===== src/rtl/swseq_pkg.sv =====
package swseq_pkg;
  localparam int NUM_CHAN = 4;
  localparam int SER_WIDTH = 8;
  localparam int CLK_PERIOD_NS = 10;
  localparam int ACTIVE_DELAY_US = 512;
  // longest time rounds down; with these figures it is exact
  localparam int ACTIVE_DELAY_CYC = (ACTIVE_DELAY_US * 1000) / CLK_PERIOD_NS;
  localparam logic [1:0] SLEEP_RST = 2'h1;
  typedef enum logic [1:0] {
    SWSEQ_RUN    = 2'b00,
    SWSEQ_SLEEP  = 2'b01,
    SWSEQ_SETTLE = 2'b10
  } swseq_state_t;
endpackage


===== src/rtl/swseq_top.sv =====
// Functional notes
// a 1 shifted into the serial word's top bit puts the device to sleep on the rising chip-select edge.
// chip select and reset input low together put the device to sleep at once.
// while asleep the pump and bias are off and every gate output is held off.
// entering sleep clears the serial control and fault bits and all deglitch timers.
// the first falling chip-select edge after sleep entry ends sleep.
// a rising edge on one channel input ends sleep only while the other three are low.
// after sleep ends, gates stay off for about 512 us while pump and analog settle.
// gate enables default low and go high only when the logic actively drives them.
// turn-on requests made during the settling delay take effect only after it ends.
`timescale 1ns/1ps
`default_nettype none
module swseq_top
  import swseq_pkg::*;
#(
  parameter int ACTIVE_CYC = ACTIVE_DELAY_CYC,
  parameter int NCH        = NUM_CHAN,
  parameter int SW         = SER_WIDTH
) (
  input  wire logic           CORE_CLK,
  input  wire logic           RESET_N,
  input  wire logic           CHIP_SEL_N,
  input  wire logic           SCLK,
  input  wire logic           SERIAL_IN,
  input  wire logic           RESET_IN_N,
  input  wire logic [NCH-1:0] CHAN_IN,
  input  wire logic           FAULT_EVENT,
  output logic      [NCH-1:0] GATE_OUT,
  output logic                PUMP_EN,
  output logic                BIAS_EN,
  output logic                ASLEEP,
  output logic                SETTLING,
  output logic      [SW-1:0]  SER_CTRL,
  output logic                FAULT_FLAG,
  output logic      [15:0]    DEGLITCH_CNT
);
  localparam int CW = $clog2(ACTIVE_CYC + 1);
  localparam logic [CW-1:0] SETTLE_LAST = CW'(ACTIVE_CYC - 1);

  logic cs_level, cs_rise, cs_fall;
  logic sck_level, sck_rise;
  logic [NCH-1:0] ch_level, ch_rise;

  swseq_edge u_cs (.clk(CORE_CLK), .rst_n(RESET_N), .din(CHIP_SEL_N),
                   .level(cs_level), .rise(cs_rise), .fall(cs_fall));
  swseq_edge u_sck (.clk(CORE_CLK), .rst_n(RESET_N), .din(SCLK),
                    .level(sck_level), .rise(sck_rise), .fall());

  genvar g;
  generate
    for (g = 0; g < NCH; g++) begin : g_ch
      swseq_edge u_ch (.clk(CORE_CLK), .rst_n(RESET_N), .din(CHAN_IN[g]),
                       .level(ch_level[g]), .rise(ch_rise[g]), .fall());
    end
  endgenerate

  swseq_state_t   state, next_state;
  logic [SW-1:0]  shift, next_shift;
  logic [SW-1:0]  ctrl, next_ctrl;
  logic           fault, next_fault;
  logic [15:0]    dgl, next_dgl;
  logic [CW-1:0]  cnt, next_cnt;
  logic [NCH-1:0] gate, next_gate;
  logic           pump, next_pump;
  logic           sleep_req, wake_req, chan_wake;

  // one-hot check: the rising channel alone may be high
  always_comb begin
    chan_wake = 1'b0;
    for (int i = 0; i < NCH; i++) begin
      if (ch_rise[i] && ((CHAN_IN & ~(NCH'(1) << i)) == '0)) begin
        chan_wake = 1'b1;
      end
    end
  end

  // serial latch on rising select uses the shift word's top bit
  assign sleep_req = (cs_rise && shift[SW-1])
                   || (!CHIP_SEL_N && !RESET_IN_N);
  assign wake_req = cs_fall || chan_wake;

  // sequencer; sleep entry takes priority over any wake in the same cycle
  always_comb begin
    next_state = state;
    next_cnt   = cnt;
    case (state)
      SWSEQ_RUN: begin
        if (sleep_req) begin
          next_state = SWSEQ_SLEEP;
        end
      end
      SWSEQ_SLEEP: begin
        if (wake_req && !(!CHIP_SEL_N && !RESET_IN_N)) begin
          next_state = SWSEQ_SETTLE;
          next_cnt   = '0;
        end
      end
      SWSEQ_SETTLE: begin
        if (sleep_req) begin
          next_state = SWSEQ_SLEEP;
        end else if (cnt == SETTLE_LAST) begin
          next_state = SWSEQ_RUN;
        end else begin
          next_cnt = cnt + CW'(1);
        end
      end
      default: begin
        next_state = SWSEQ_SLEEP;
      end
    endcase
    // pump and bias share one flop so both outputs come straight from a register
    next_pump = (next_state != SWSEQ_SLEEP);
  end

  // serial word, fault bit and deglitch timer; all cleared in sleep
  always_comb begin
    next_shift = shift;
    next_ctrl  = ctrl;
    next_fault = fault;
    next_dgl   = dgl;
    if (next_state == SWSEQ_SLEEP) begin
      next_shift = '0;
      next_ctrl  = '0;
      next_fault = 1'b0;
      next_dgl   = '0;
    end else begin
      if (!CHIP_SEL_N && sck_rise) begin
        next_shift = {shift[SW-2:0], SERIAL_IN};
      end
      if (cs_rise) begin
        next_ctrl = shift;
      end
      // sticky fault, sleep clear wins over set; stands in for the real fault logic
      if (FAULT_EVENT) begin
        next_fault = 1'b1;
      end
      // timer only advances while some channel is driven
      if (|gate && dgl != 16'hffff) begin
        next_dgl = dgl + 16'h0001;
      end else if (!(|gate)) begin
        next_dgl = '0;
      end
    end
  end

  // gates follow requests only in run; held requests apply on delay end
  always_comb begin
    next_gate = '0;
    if (next_state == SWSEQ_RUN) begin
      // live pin level, so a request raised in the last settle cycle is not lost
      next_gate = CHAN_IN | ctrl[NCH-1:0];
    end
  end

  // registers only
  always_ff @(posedge CORE_CLK or negedge RESET_N) begin
    if (!RESET_N) begin
      state <= SWSEQ_SLEEP;
      shift <= '0;
      ctrl  <= '0;
      fault <= 1'b0;
      dgl   <= '0;
      cnt   <= '0;
      gate  <= '0;
      pump  <= 1'b0;
    end else begin
      state <= next_state;
      shift <= next_shift;
      ctrl  <= next_ctrl;
      fault <= next_fault;
      dgl   <= next_dgl;
      cnt   <= next_cnt;
      gate  <= next_gate;
      pump  <= next_pump;
    end
  end

  // outputs straight from flip-flops
  assign GATE_OUT     = gate;
  assign PUMP_EN      = pump;
  assign BIAS_EN      = pump;
  assign ASLEEP       = state[0];
  assign SETTLING     = state[1];
  assign SER_CTRL     = ctrl;
  assign FAULT_FLAG   = fault;
  assign DEGLITCH_CNT = dgl;

  // unused registered levels kept only for edge pulses
  logic unused_levels;
  assign unused_levels = cs_level ^ sck_level ^ (^ch_level);
endmodule
`default_nettype wire


===== src/rtl/swseq_edge.sv =====
`timescale 1ns/1ps
`default_nettype none
// registered copy of a synchronous input with rise and fall pulses
module swseq_edge (
  input  wire logic clk,
  input  wire logic rst_n,
  input  wire logic din,
  output logic      level,
  output logic      rise,
  output logic      fall
);
  logic prev;
  logic next_prev;

  // next value is simply the sampled input
  always_comb begin
    next_prev = din;
  end

  // idle-high reset suits the active-low select
  always_ff @(posedge clk or negedge rst_n) begin
    if (!rst_n) begin
      prev <= 1'b1;
    end else begin
      prev <= next_prev;
    end
  end

  assign level = prev;
  assign rise  = din & ~prev;
  assign fall  = ~din & prev;
endmodule
`default_nettype wire


===== config.mk =====
export PLATFORM = sky130hd
export DESIGN_NAME = swseq_top
export DESIGN_NICKNAME = d
export VERILOG_FILES = /design/src/rtl/swseq_pkg.sv /design/src/rtl/swseq_top.sv /design/src/rtl/swseq_edge.sv
export SDC_FILE = /design/constraint.sdc
export NUM_CORES = 1
export LEC_CHECK = 0
export BUFFER_PORTS_ARGS = -buffer_cell sky130_fd_sc_hd__buf_4
export CELL_PAD_IN_SITES_DETAIL_PLACEMENT = 1
export CELL_PAD_IN_SITES_GLOBAL_PLACEMENT = 2
export CORE_MARGIN = 2
export CORE_UTILIZATION = 35
export CTS_CLUSTER_SIZE = 25
export DETAILED_ROUTE_END_ITERATION = 6
export PLACE_DENSITY_LB_ADDON = 0.12
export SLEW_MARGIN = 25
export SYNTH_ARGS = -nofsm -noshare
export SYNTH_HDL_FRONTEND = slang
export SYNTH_SLANG_ARGS = --single-unit

===== constraint.sdc =====
create_clock -name CORE_CLK -period 5.5 [get_ports CORE_CLK]
set_clock_uncertainty 0.2 [all_clocks]
set_input_delay 0.825 -clock CORE_CLK [delete_from_list [all_inputs] [get_ports CORE_CLK]]
set_output_delay 0.825 -clock CORE_CLK [all_outputs]
set_load 0.02 [all_outputs]

==> metrics.txt, run 1 <==
outcome=complete, no violations; setup repair after global routing missed its margin=no; area used by sequential logic in the layout=1560 um^2; switching pwr=0.293 mW; post-CTS resize count=0; cell taking the most area after synthesis=sky130_fd_sc_hd__dfrtp_1; remaining global-route overflow=0; number of distinct library cells after synthesis=46; Die H=95.5 um; top_reg_cell synth=sky130_fd_sc_hd__dfrtp_1; TritonCTS Sinks=62; syn_area_per_cell=10.5 um^2; crit path kind=input port to flip-flop; Final Cell Area=3550 um^2; share of power burned in registers=0.464; flops & latches, synth=62; die area=9130 um^2; Min-Delay Path Class=flip-flop to flip-flop; total global routing track utilization=0.160; Initial Util=0.359; final setup margin=3060 ps; part of the cycle the worst path needs=0.444; share of Yosys cell area claimed by the top area cell type=0.469; internal power contribution=0.785 mW; Most Crowded Layer GR=met2; total wirelength of the detailed-routed design=6600 um; Setup Viol. Count Final=0; nature of the critical path endpoint=flip-flop; routed via count=2212; data required time of the worst path=5500 ps; Critical Path Start Type=input port; DRC violation count after routing=0; reported max-cap violation count=0; hold path cells=2; power density over the cells=304 nW/um^2; worst vdd ir=134 uV; routed len/inst=15.2 um; Setup Slack @ Placement=2640 ps; number of failing hold endpoints at the final stage=0; router iterations before antenna repair=4; Clock Tree Buf Depth=2; final critical delay including setup and external delays=2440 ps; wire length of the first global-routing pass=11200 um; global routing met1 resource utilization=0.215; ranking of synthesized cells by area=sky130_fd_sc_hd__dfrtp_1, sky130_fd_sc_hd__nor2_1, sky130_fd_sc_hd__dfstp_2, sky130_fd_sc_hd__mux2i_1, sky130_fd_sc_hd__xnor2_1; met3 usage in global routing=0.0253; sw frac=0.272; series of cell instances along the critical path=buf_4 > or2_2 > o2111ai_1 > nand3_2 > o21ai_4 > nor3_1; number of instances in the synthesized netlist=278; met2 Resource Use GR=0.255; area of the multi-input gates=1300 um^2; utilization after layout=0.434; TritonCTS buffer count=9; fin. max-slew vios=0; Placed Instances=418; TritonCTS clock tree=yes; number of fill cells in the layout=940; Register-to-Register Path Depth=6; CTS clock-pin slew for the worst setup and hold paths=70 ps; first-iteration detailed-routing DRC count=99; via density per instance=5.10; sequential-to-total area share from yosys stat=0.532; synthesized cell area=2930 um^2; Max-Slew Margin vs Limit=0.479; Hold Slack=295 ps; ratio of cells with drive above 1 in the final layout=0.237; most common cell after layout, fill and taps aside=sky130_fd_sc_hd__dfrtp_1; post-cts hold buffer count=0; total number of yosys warnings=0; count of antenna diodes in the layout=0; share of power burned in the clock network=0.395; Static Leakage=1.57 nW; syn_nets=291; final std cells w/o fill=434; critical path data arrival time=2450 ps; initial antenna violation count=0; post-detailed-placement half-perimeter wirelength=4580 um; Root Driver=sky130_fd_sc_hd__clkbuf_8; maximum number of pins on one net before global-route repair=63; area growth from synthesis to layout=21.1%; post-synthesis async set-or-reset flop share=1.00; number of global-route vias before repair=2260; number of enable-type register cells in the synthesized netlist=0; worst slew pin tran=782 ps; Design Power=1.08 mW; setup tns final=0 ps; number of antenna-violating nets in the routed design=0; Top Ports=44; part of the total power dissipated in combinational logic=0.141; number of I/O port buffers=43; commonest cells after routing, fill and taps aside=sky130_fd_sc_hd__dfrtp_1, sky130_fd_sc_hd__nor2_1, sky130_fd_sc_hd__buf_4; instance area after placement=3330 um^2; biggest fanout along the worst timing path=19; largest stage delay on the critical path=540 ps; number of cell rows=33; area inside the core boundary=8180 um^2; weighted congestion reported at the end of routability-driven placement=0.712; die extent in x=95.5 um; Slowest cell on crit path=sky130_fd_sc_hd__o21ai_4; Post-layout nets=337; top achievable clock speed=410 MHz; later-pin clock latency in the skew report=340 ps; maximum level of the CTS H-tree=3; number of setup buffers added after CTS=0
-- logic make-up after synthesis --
| family | count (synthesis) | share of synthesized area |
|---|---|---|
| AOI/OAI and AO/OA | 25 | 0.0563 |
| buffers and inverters | 13 | 0.0260 |
| xor gates and xnor gates | 20 | 0.0597 |
| muxes | 19 | 0.0653 |
| DFF | 62 | 0.532 |
| adders and majority gates | 2 | 0.00853 |
| and+or+nand+nor | 137 | 0.252 |
-- final cells by class --
type	instances	area share
timing repair buffer	44	0.0930
multi-input combinational	203	0.365
sequential	62	0.439
inverter	4	0.00423
tap	105	0.0370
clock buffer	12	0.0465
clock inverter	4	0.0151
-- state kept, by name (all words and copies together), names as in the netlist --
register,flops
shift,8
cnt,16
u_sck.level,1
SER_CTRL,8
FAULT_FLAG,1
BIAS_EN,1
state,2
GATE_OUT,4
u_cs.level,1
DEGLITCH_CNT,16
g_ch.u_ch.level,4
-- cell usage after synthesis (all sizes together), types with 2 or more instances --
cell type   n
ha          2
inv         4
or4         3
o21ai       4
xor2        4
dfrtp      55
and2        3
mux2i      18
nor3b       6
buf         7
a211oi      2
clkbuf      2
nand3      11
a21oi      11
nor4        8
nor3       10
o2111ai     3
xnor2      16
nor2       55
dfstp       7
nand3b      2
nand4       9
a31oi       2
nand2      13
and3        7
and4        5
-- layer usage --
metal / wire length [um] / vias up / share of wire
li1: - / 1081 / -
met1: 3170 / 1082 / 0.48
met2: 3070 / 40 / 0.46
met3: 265 / 9 / 0.040
met4: 99 / 0 / 0.015
met5: 0 / - / 0
-- power by group through the flow --
stage / Clock, mW / Combinational, mW / Sequential, mW
floorplan: 0 / 0.0847 / 0.523
global placement: 0 / 0.155 / 0.509
detailed placement: 0 / 0.157 / 0.510
finish: 0.426 / 0.152 / 0.501
global route: 0.455 / 0.171 / 0.504
CTS: 0.439 / 0.157 / 0.501
-- worst max-delay path: cells and delay by family --
| family | cells | cell delay [ps] |
|---|---|---|
| AO/OA/AOI/OAI | 2 | 660 |
| AND/OR/NAND/NOR | 3 | 810 |
| buffers and inverters | 1 | 140 |
-- final timing paths --
| path | startpoint | to | slack [ps] |
|---|---|---|---|
| setup / recovery | CHIP_SEL_N | DEGLITCH_CNT[7] | 3060 |
| hold / removal | FAULT_FLAG | FAULT_FLAG | 300 |
| setup reg to reg | DEGLITCH_CNT[0] | DEGLITCH_CNT[5] | 3110 |
| hold reg to reg | FAULT_FLAG | FAULT_FLAG | 300 |
| max in group asynchronous | RESET_N | SER_CTRL[7] | 4220 |
| min in group asynchronous | RESET_N | DEGLITCH_CNT[1] | 360 |
(Power assumes the default switching activity.)
==> run 2: changes to the inputs <==
==> constraint.sdc (replaced) <==
create_clock -name CORE_CLK -period 2.5 [get_ports CORE_CLK]
set_clock_uncertainty 0.2 [all_clocks]
set_input_delay 0.375 -clock CORE_CLK [delete_from_list [all_inputs] [get_ports CORE_CLK]]
set_output_delay 0.375 -clock CORE_CLK [all_outputs]
set_load 0.02 [all_outputs]
==> run 2 against run 1 <==
- die area unchanged
- global-route usage grew 0.25 points
- first-iteration DRC count down 56%
- hold slack got worse by 220 ps
- sequential power grew 120%
- critical path depth is the same
- largest cell class unchanged
==> metrics.txt, run 2 (synthesized netlist as in run 1, its figures left out) <==
Hold Slack=71.4 ps; biggest fanout along the worst timing path=10; router iterations before antenna repair=4; nature of the critical path endpoint=flip-flop; outcome=complete, no violations; DRC violation count after routing=0; total global routing track utilization=0.163; most common cell after layout, fill and taps aside=sky130_fd_sc_hd__dfrtp_1; largest stage delay on the critical path=750 ps; Static Leakage=1.61 nW; number of global-route vias before repair=2280; via density per instance=5.06; met3 usage in global routing=0.0308; ratio of cells with drive above 1 in the final layout=0.231; Placed Instances=419; Clock Tree Buf Depth=2; Reg2Reg Launch Point=DEGLITCH_CNT[0]; crit path kind=flip-flop to flip-flop; series of cell instances along the critical path=ha_1 > nand4_1 > or4_1 > nand2_4 > xor2_1 > nor2_1; count of antenna diodes in the layout=0; setup repair after global routing missed its margin=no; fin. max-slew vios=0; total wirelength of the detailed-routed design=6770 um; worst slew pin tran=810 ps; Initial Util=0.359; number of fill cells in the layout=936; remaining global-route overflow=0; Slowest cell on crit path=sky130_fd_sc_hd__or4_1; power density over the cells=648 nW/um^2; setup tns final=0 ps; critical path data arrival time=2300 ps; source of the worst hold timing path=FAULT_EVENT; first-iteration detailed-routing DRC count=44; data required time of the worst path=2490 ps; global routing met1 resource utilization=0.215; Most Crowded Layer GR=met2; number of failing hold endpoints at the final stage=0; final std cells w/o fill=442; TritonCTS clock tree=yes; weighted congestion reported at the end of routability-driven placement=0.714; commonest cells after routing, fill and taps aside=sky130_fd_sc_hd__dfrtp_1, sky130_fd_sc_hd__nor2_1, sky130_fd_sc_hd__buf_4; wire length of the first global-routing pass=11300 um; routed via count=2238; Design Power=2.34 mW; maximum number of pins on one net before global-route repair=63; area inside the core boundary=8180 um^2; CTS clock-pin slew for the worst setup and hold paths=70 ps; part of the cycle the worst path needs=0.924; Top Ports=44; TritonCTS Sinks=62; number of cell rows=33; number of I/O port buffers=43; TritonCTS buffer count=9; Root Driver=sky130_fd_sc_hd__clkbuf_8; later-pin clock latency in the skew report=320 ps; Max-Slew Margin vs Limit=0.460; met2 Resource Use GR=0.263; number of antenna-violating nets in the routed design=0; reported max-cap violation count=0; WP buf/inv=0; die extent in x=95.5 um; worst vdd ir=289 uV; Critical Path Start Type=flip-flop; routed len/inst=15.3 um; top achievable clock speed=433 MHz; Post-layout nets=345; post-CTS resize count=0; final critical delay including setup and external delays=2310 ps; initial antenna violation count=0; Min-Delay Path Class=input port to flip-flop; critical path launch point=DEGLITCH_CNT[0]; Die H=95.5 um; post-detailed-placement half-perimeter wirelength=4710 um; area growth from synthesis to layout=23.1%; maximum level of the CTS H-tree=3; die area=9130 um^2; Worst path top cell family by delay=simple AND/OR/NAND/NOR gates; Setup Viol. Count Final=0
==> run 2: cell types whose count changed in the layout (fill, tap and decap cells not counted) <==
| cell | before | now |
|---|---|---|
| sky130_fd_sc_hd__buf_4 | 44 | 45 |
| sky130_fd_sc_hd__clkbuf_1 | 0 | 1 |
| sky130_fd_sc_hd__clkbuf_8 | 12 | 11 |
| sky130_fd_sc_hd__clkinv_2 | 0 | 3 |
| sky130_fd_sc_hd__clkinv_4 | 1 | 0 |
| sky130_fd_sc_hd__clkinvlp_4 | 2 | 0 |
| sky130_fd_sc_hd__dlygate4sd3_1 | 0 | 7 |
==> run 2: power breakdown <==
group	switching (mW)	leakage [nW]	internal, mW
Sequential	0.0389	0.836	1.06
Combinational	0.217	0.668	0.132
Clock	0.378	0.106	0.511
Total	0.634	1.61	1.71
==> run 2: layout make-up <==
class	instances	area, um^2	area share
well taps	105	131	0.0364
clock buffers	12	155	0.0430
repair buffers	52	408	0.113
flip-flops and latches	62	1560	0.432
clock inverters	4	45.0	0.0125
multi-input cells	203	1300	0.359
inverters	4	15.0	0.00416
==> run 2: worst paths after layout <==
kind                                   endpoint  slack, ps  depth (start not counted)
max in group asynchronous                cnt[3]       1080                          2
min in group asynchronous       DEGLITCH_CNT[0]        470                          2
worst min register to register       FAULT_FLAG        290                          2
worst min-delay path                 FAULT_FLAG         70                          3
worst max register to register  DEGLITCH_CNT[5]        190                          6
worst max-delay path            DEGLITCH_CNT[5]        190                          6
==> run 2: layer usage <==
metal,vias to the layer above,wire length (um)
met5,-,0
met4,0,52
met3,4,226
met2,35,3300
met1,1106,3190
li1,1093,-
==> run 2: what timing repair did <==
| action | CTS | global route |
|---|---|---|
| setup buffers | 0 | 0 |
| endpoints found under the hold margin | 61 | 0 |
| hold buffers | 7 | 0 |
==> run 2: tightest hold or removal path, cell delays in order <==
cell and delay, ps:
sky130_fd_sc_hd__buf_4 80, sky130_fd_sc_hd__nor2_1 30, sky130_fd_sc_hd__nor2_1 70
==> run 2: per-stage QoR <==
stage                     setup slack [ps]  cell area, um^2  utilization
after floorplan                        409             2930            -
after global placement                 281             3340        0.409
after global routing                  74.5             3610        0.442
after detailed placement               187             3340        0.409
after CTS                              171             3610        0.442
final                                  189             3610        0.442
==> run 3: changes to the inputs <==
==> constraint.sdc (replaced) <==
create_clock -name CORE_CLK -period 2.8 [get_ports CORE_CLK]
set_clock_uncertainty 0.2 [all_clocks]
set_input_delay 0.42 -clock CORE_CLK [delete_from_list [all_inputs] [get_ports CORE_CLK]]
set_output_delay 0.42 -clock CORE_CLK [all_outputs]
set_load 0.02 [all_outputs]
==> run 3 against run 2 <==
- the flow now finishes with violations (negative hold slack)
- non-clock buffer count is 5 lower
- critical path depth stayed put
- hold slack worse by 110 ps
- setup slack better by 390 ps
- via count is 1.1% lower
- cell count is 1.1% lower
- critical path type unchanged
- core utilization is 0.86 points lower
==> metrics.txt, run 3 (synthesized netlist as in run 1, its figures left out) <==
Initial Util=0.359; number of global-route vias before repair=2293; Setup Viol. Count Final=0; TritonCTS clock tree=yes; Post-layout nets=340; Static Leakage=1.57 nW; nature of the critical path endpoint=flip-flop; number of cell rows=33; worst vdd ir=286 uV; initial antenna violation count=0; TritonCTS Sinks=62; met3 usage in global routing=0.0332; die extent in x=95.5 um; outcome=complete, but fails checks; routed via count=2213; final critical delay including setup and external delays=2220 ps; critical path data arrival time=2220 ps; Register-to-Register Path Depth=6; Die H=95.5 um; routed len/inst=15.2 um; later-pin clock latency in the skew report=330 ps; number of failing hold endpoints at the final stage=51; wire length of the first global-routing pass=11400 um; maximum number of pins on one net before global-route repair=63; part of the cycle the worst path needs=0.794; weighted congestion reported at the end of routability-driven placement=0.724; total wirelength of the detailed-routed design=6640 um; CTS clock-pin slew for the worst setup and hold paths=70 ps; post-detailed-placement half-perimeter wirelength=4600 um; global routing met1 resource utilization=0.210; Critical Path Start Type=flip-flop; setup tns final=0 ps; Top Ports=44; area inside the core boundary=8180 um^2; biggest fanout along the worst timing path=10; power density over the cells=574 nW/um^2; number of I/O port buffers=43; remaining global-route overflow=0; Min-Delay Path Class=input port to async pin; Design Power=2.03 mW; Max-Slew Margin vs Limit=0.479; router iterations before antenna repair=4; total global routing track utilization=0.163; count of antenna diodes in the layout=0; commonest cells after routing, fill and taps aside=sky130_fd_sc_hd__dfrtp_1, sky130_fd_sc_hd__nor2_1, sky130_fd_sc_hd__buf_4; Setup Slack @ Placement=572 ps; ratio of cells with drive above 1 in the final layout=0.232; reported max-cap violation count=0; number of antenna-violating nets in the routed design=0; fin. max-slew vios=0; met2 Resource Use GR=0.263; setup repair after global routing missed its margin=no; DRC violation count after routing=0; most common cell after layout, fill and taps aside=sky130_fd_sc_hd__dfrtp_1; Clock Tree Buf Depth=2; top achievable clock speed=450 MHz; worst slew pin tran=782 ps; final setup margin=578 ps; area growth from synthesis to layout=20.7%; Most Crowded Layer GR=met2; maximum level of the CTS H-tree=3; violations in the final reports=negative hold slack; Root Driver=sky130_fd_sc_hd__clkbuf_8; crit path kind=flip-flop to flip-flop; data required time of the worst path=2800 ps; Hold Slack=-40.8 ps; TritonCTS buffer count=9; die area=9130 um^2; first-iteration detailed-routing DRC count=78; via density per instance=5.06
==> run 3: changes by cell type in the layout (fill, tap and decap cells not counted) <==
cell,before,now
sky130_fd_sc_hd__clkbuf_1,1,3
sky130_fd_sc_hd__clkinvlp_4,0,1
sky130_fd_sc_hd__clkinv_2,3,2
sky130_fd_sc_hd__clkbuf_8,11,9
sky130_fd_sc_hd__buf_4,45,46
sky130_fd_sc_hd__dlygate4sd3_1,7,1
==> run 3: final cells by class <==
type,count,area (um^2)
fillers,965,4630
flip-flops and latches,62,1560
multi-input cells,203,1300
repair buffers,47,355
clock buffers,12,135
well taps,105,131
clock inverters,4,47.5
inverters,4,15.0
==> run 3: timing repair <==
item,4_1_cts,5_1_grt
hold buffers,1,0
buffers inserted,0,0
gates resized for setup,0,0
endpoints found under the hold margin,1,0
==> run 3: per-stage QoR <==
stage	cells	cell area, um^2	utilization
2_1_floorplan	278	2930	-
3_3_place_gp	420	3350	0.410
3_5_place_dp	420	3350	0.410
4_1_cts	437	3540	0.433
5_1_grt	437	3540	0.433
6_report	437	3540	0.433
==> run 3: final timing paths <==
| path | startpoint | to | slack [ps] |
|---|---|---|---|
| max | DEGLITCH_CNT[0] | DEGLITCH_CNT[5] | 580 |
| min | RESET_N | DEGLITCH_CNT[2] | -40 |
| max reg2reg | DEGLITCH_CNT[0] | DEGLITCH_CNT[5] | 580 |
| min reg2reg | FAULT_FLAG | FAULT_FLAG | 300 |
| max in group asynchronous | RESET_N | SER_CTRL[7] | 1910 |
| min in group CORE_CLK | CHAN_IN[0] | g_ch[0].u_ch.level | 20 |
==> run 3: critical path, stage by stage (launching register included) <==
cell                      delay (ps)
sky130_fd_sc_hd__dfrtp_1         410
sky130_fd_sc_hd__ha_1            250
sky130_fd_sc_hd__nand4_1         140
sky130_fd_sc_hd__or4_1           740
sky130_fd_sc_hd__nand2_4         150
sky130_fd_sc_hd__xor2_1          150
sky130_fd_sc_hd__nor2_1           50
==> run 3: layer usage <==
metal | vias up | share of wire | routed length, um
met1 | 1080 | 0.47 | 3150
met4 | 0 | 0.020 | 133
met5 | - | 0 | 0
met2 | 38 | 0.47 | 3130
met3 | 10 | 0.035 | 231
li1 | 1085 | - | -
==> run 3: report_power, final <==
group	internal [mW]	leakage [nW]	total [mW]	switching [mW]
combinational	0.113	0.647	0.305	0.192
clock	0.409	0.0904	0.745	0.336
sequential	0.949	0.836	0.983	0.0347
total	1.47	1.57	2.03	0.562
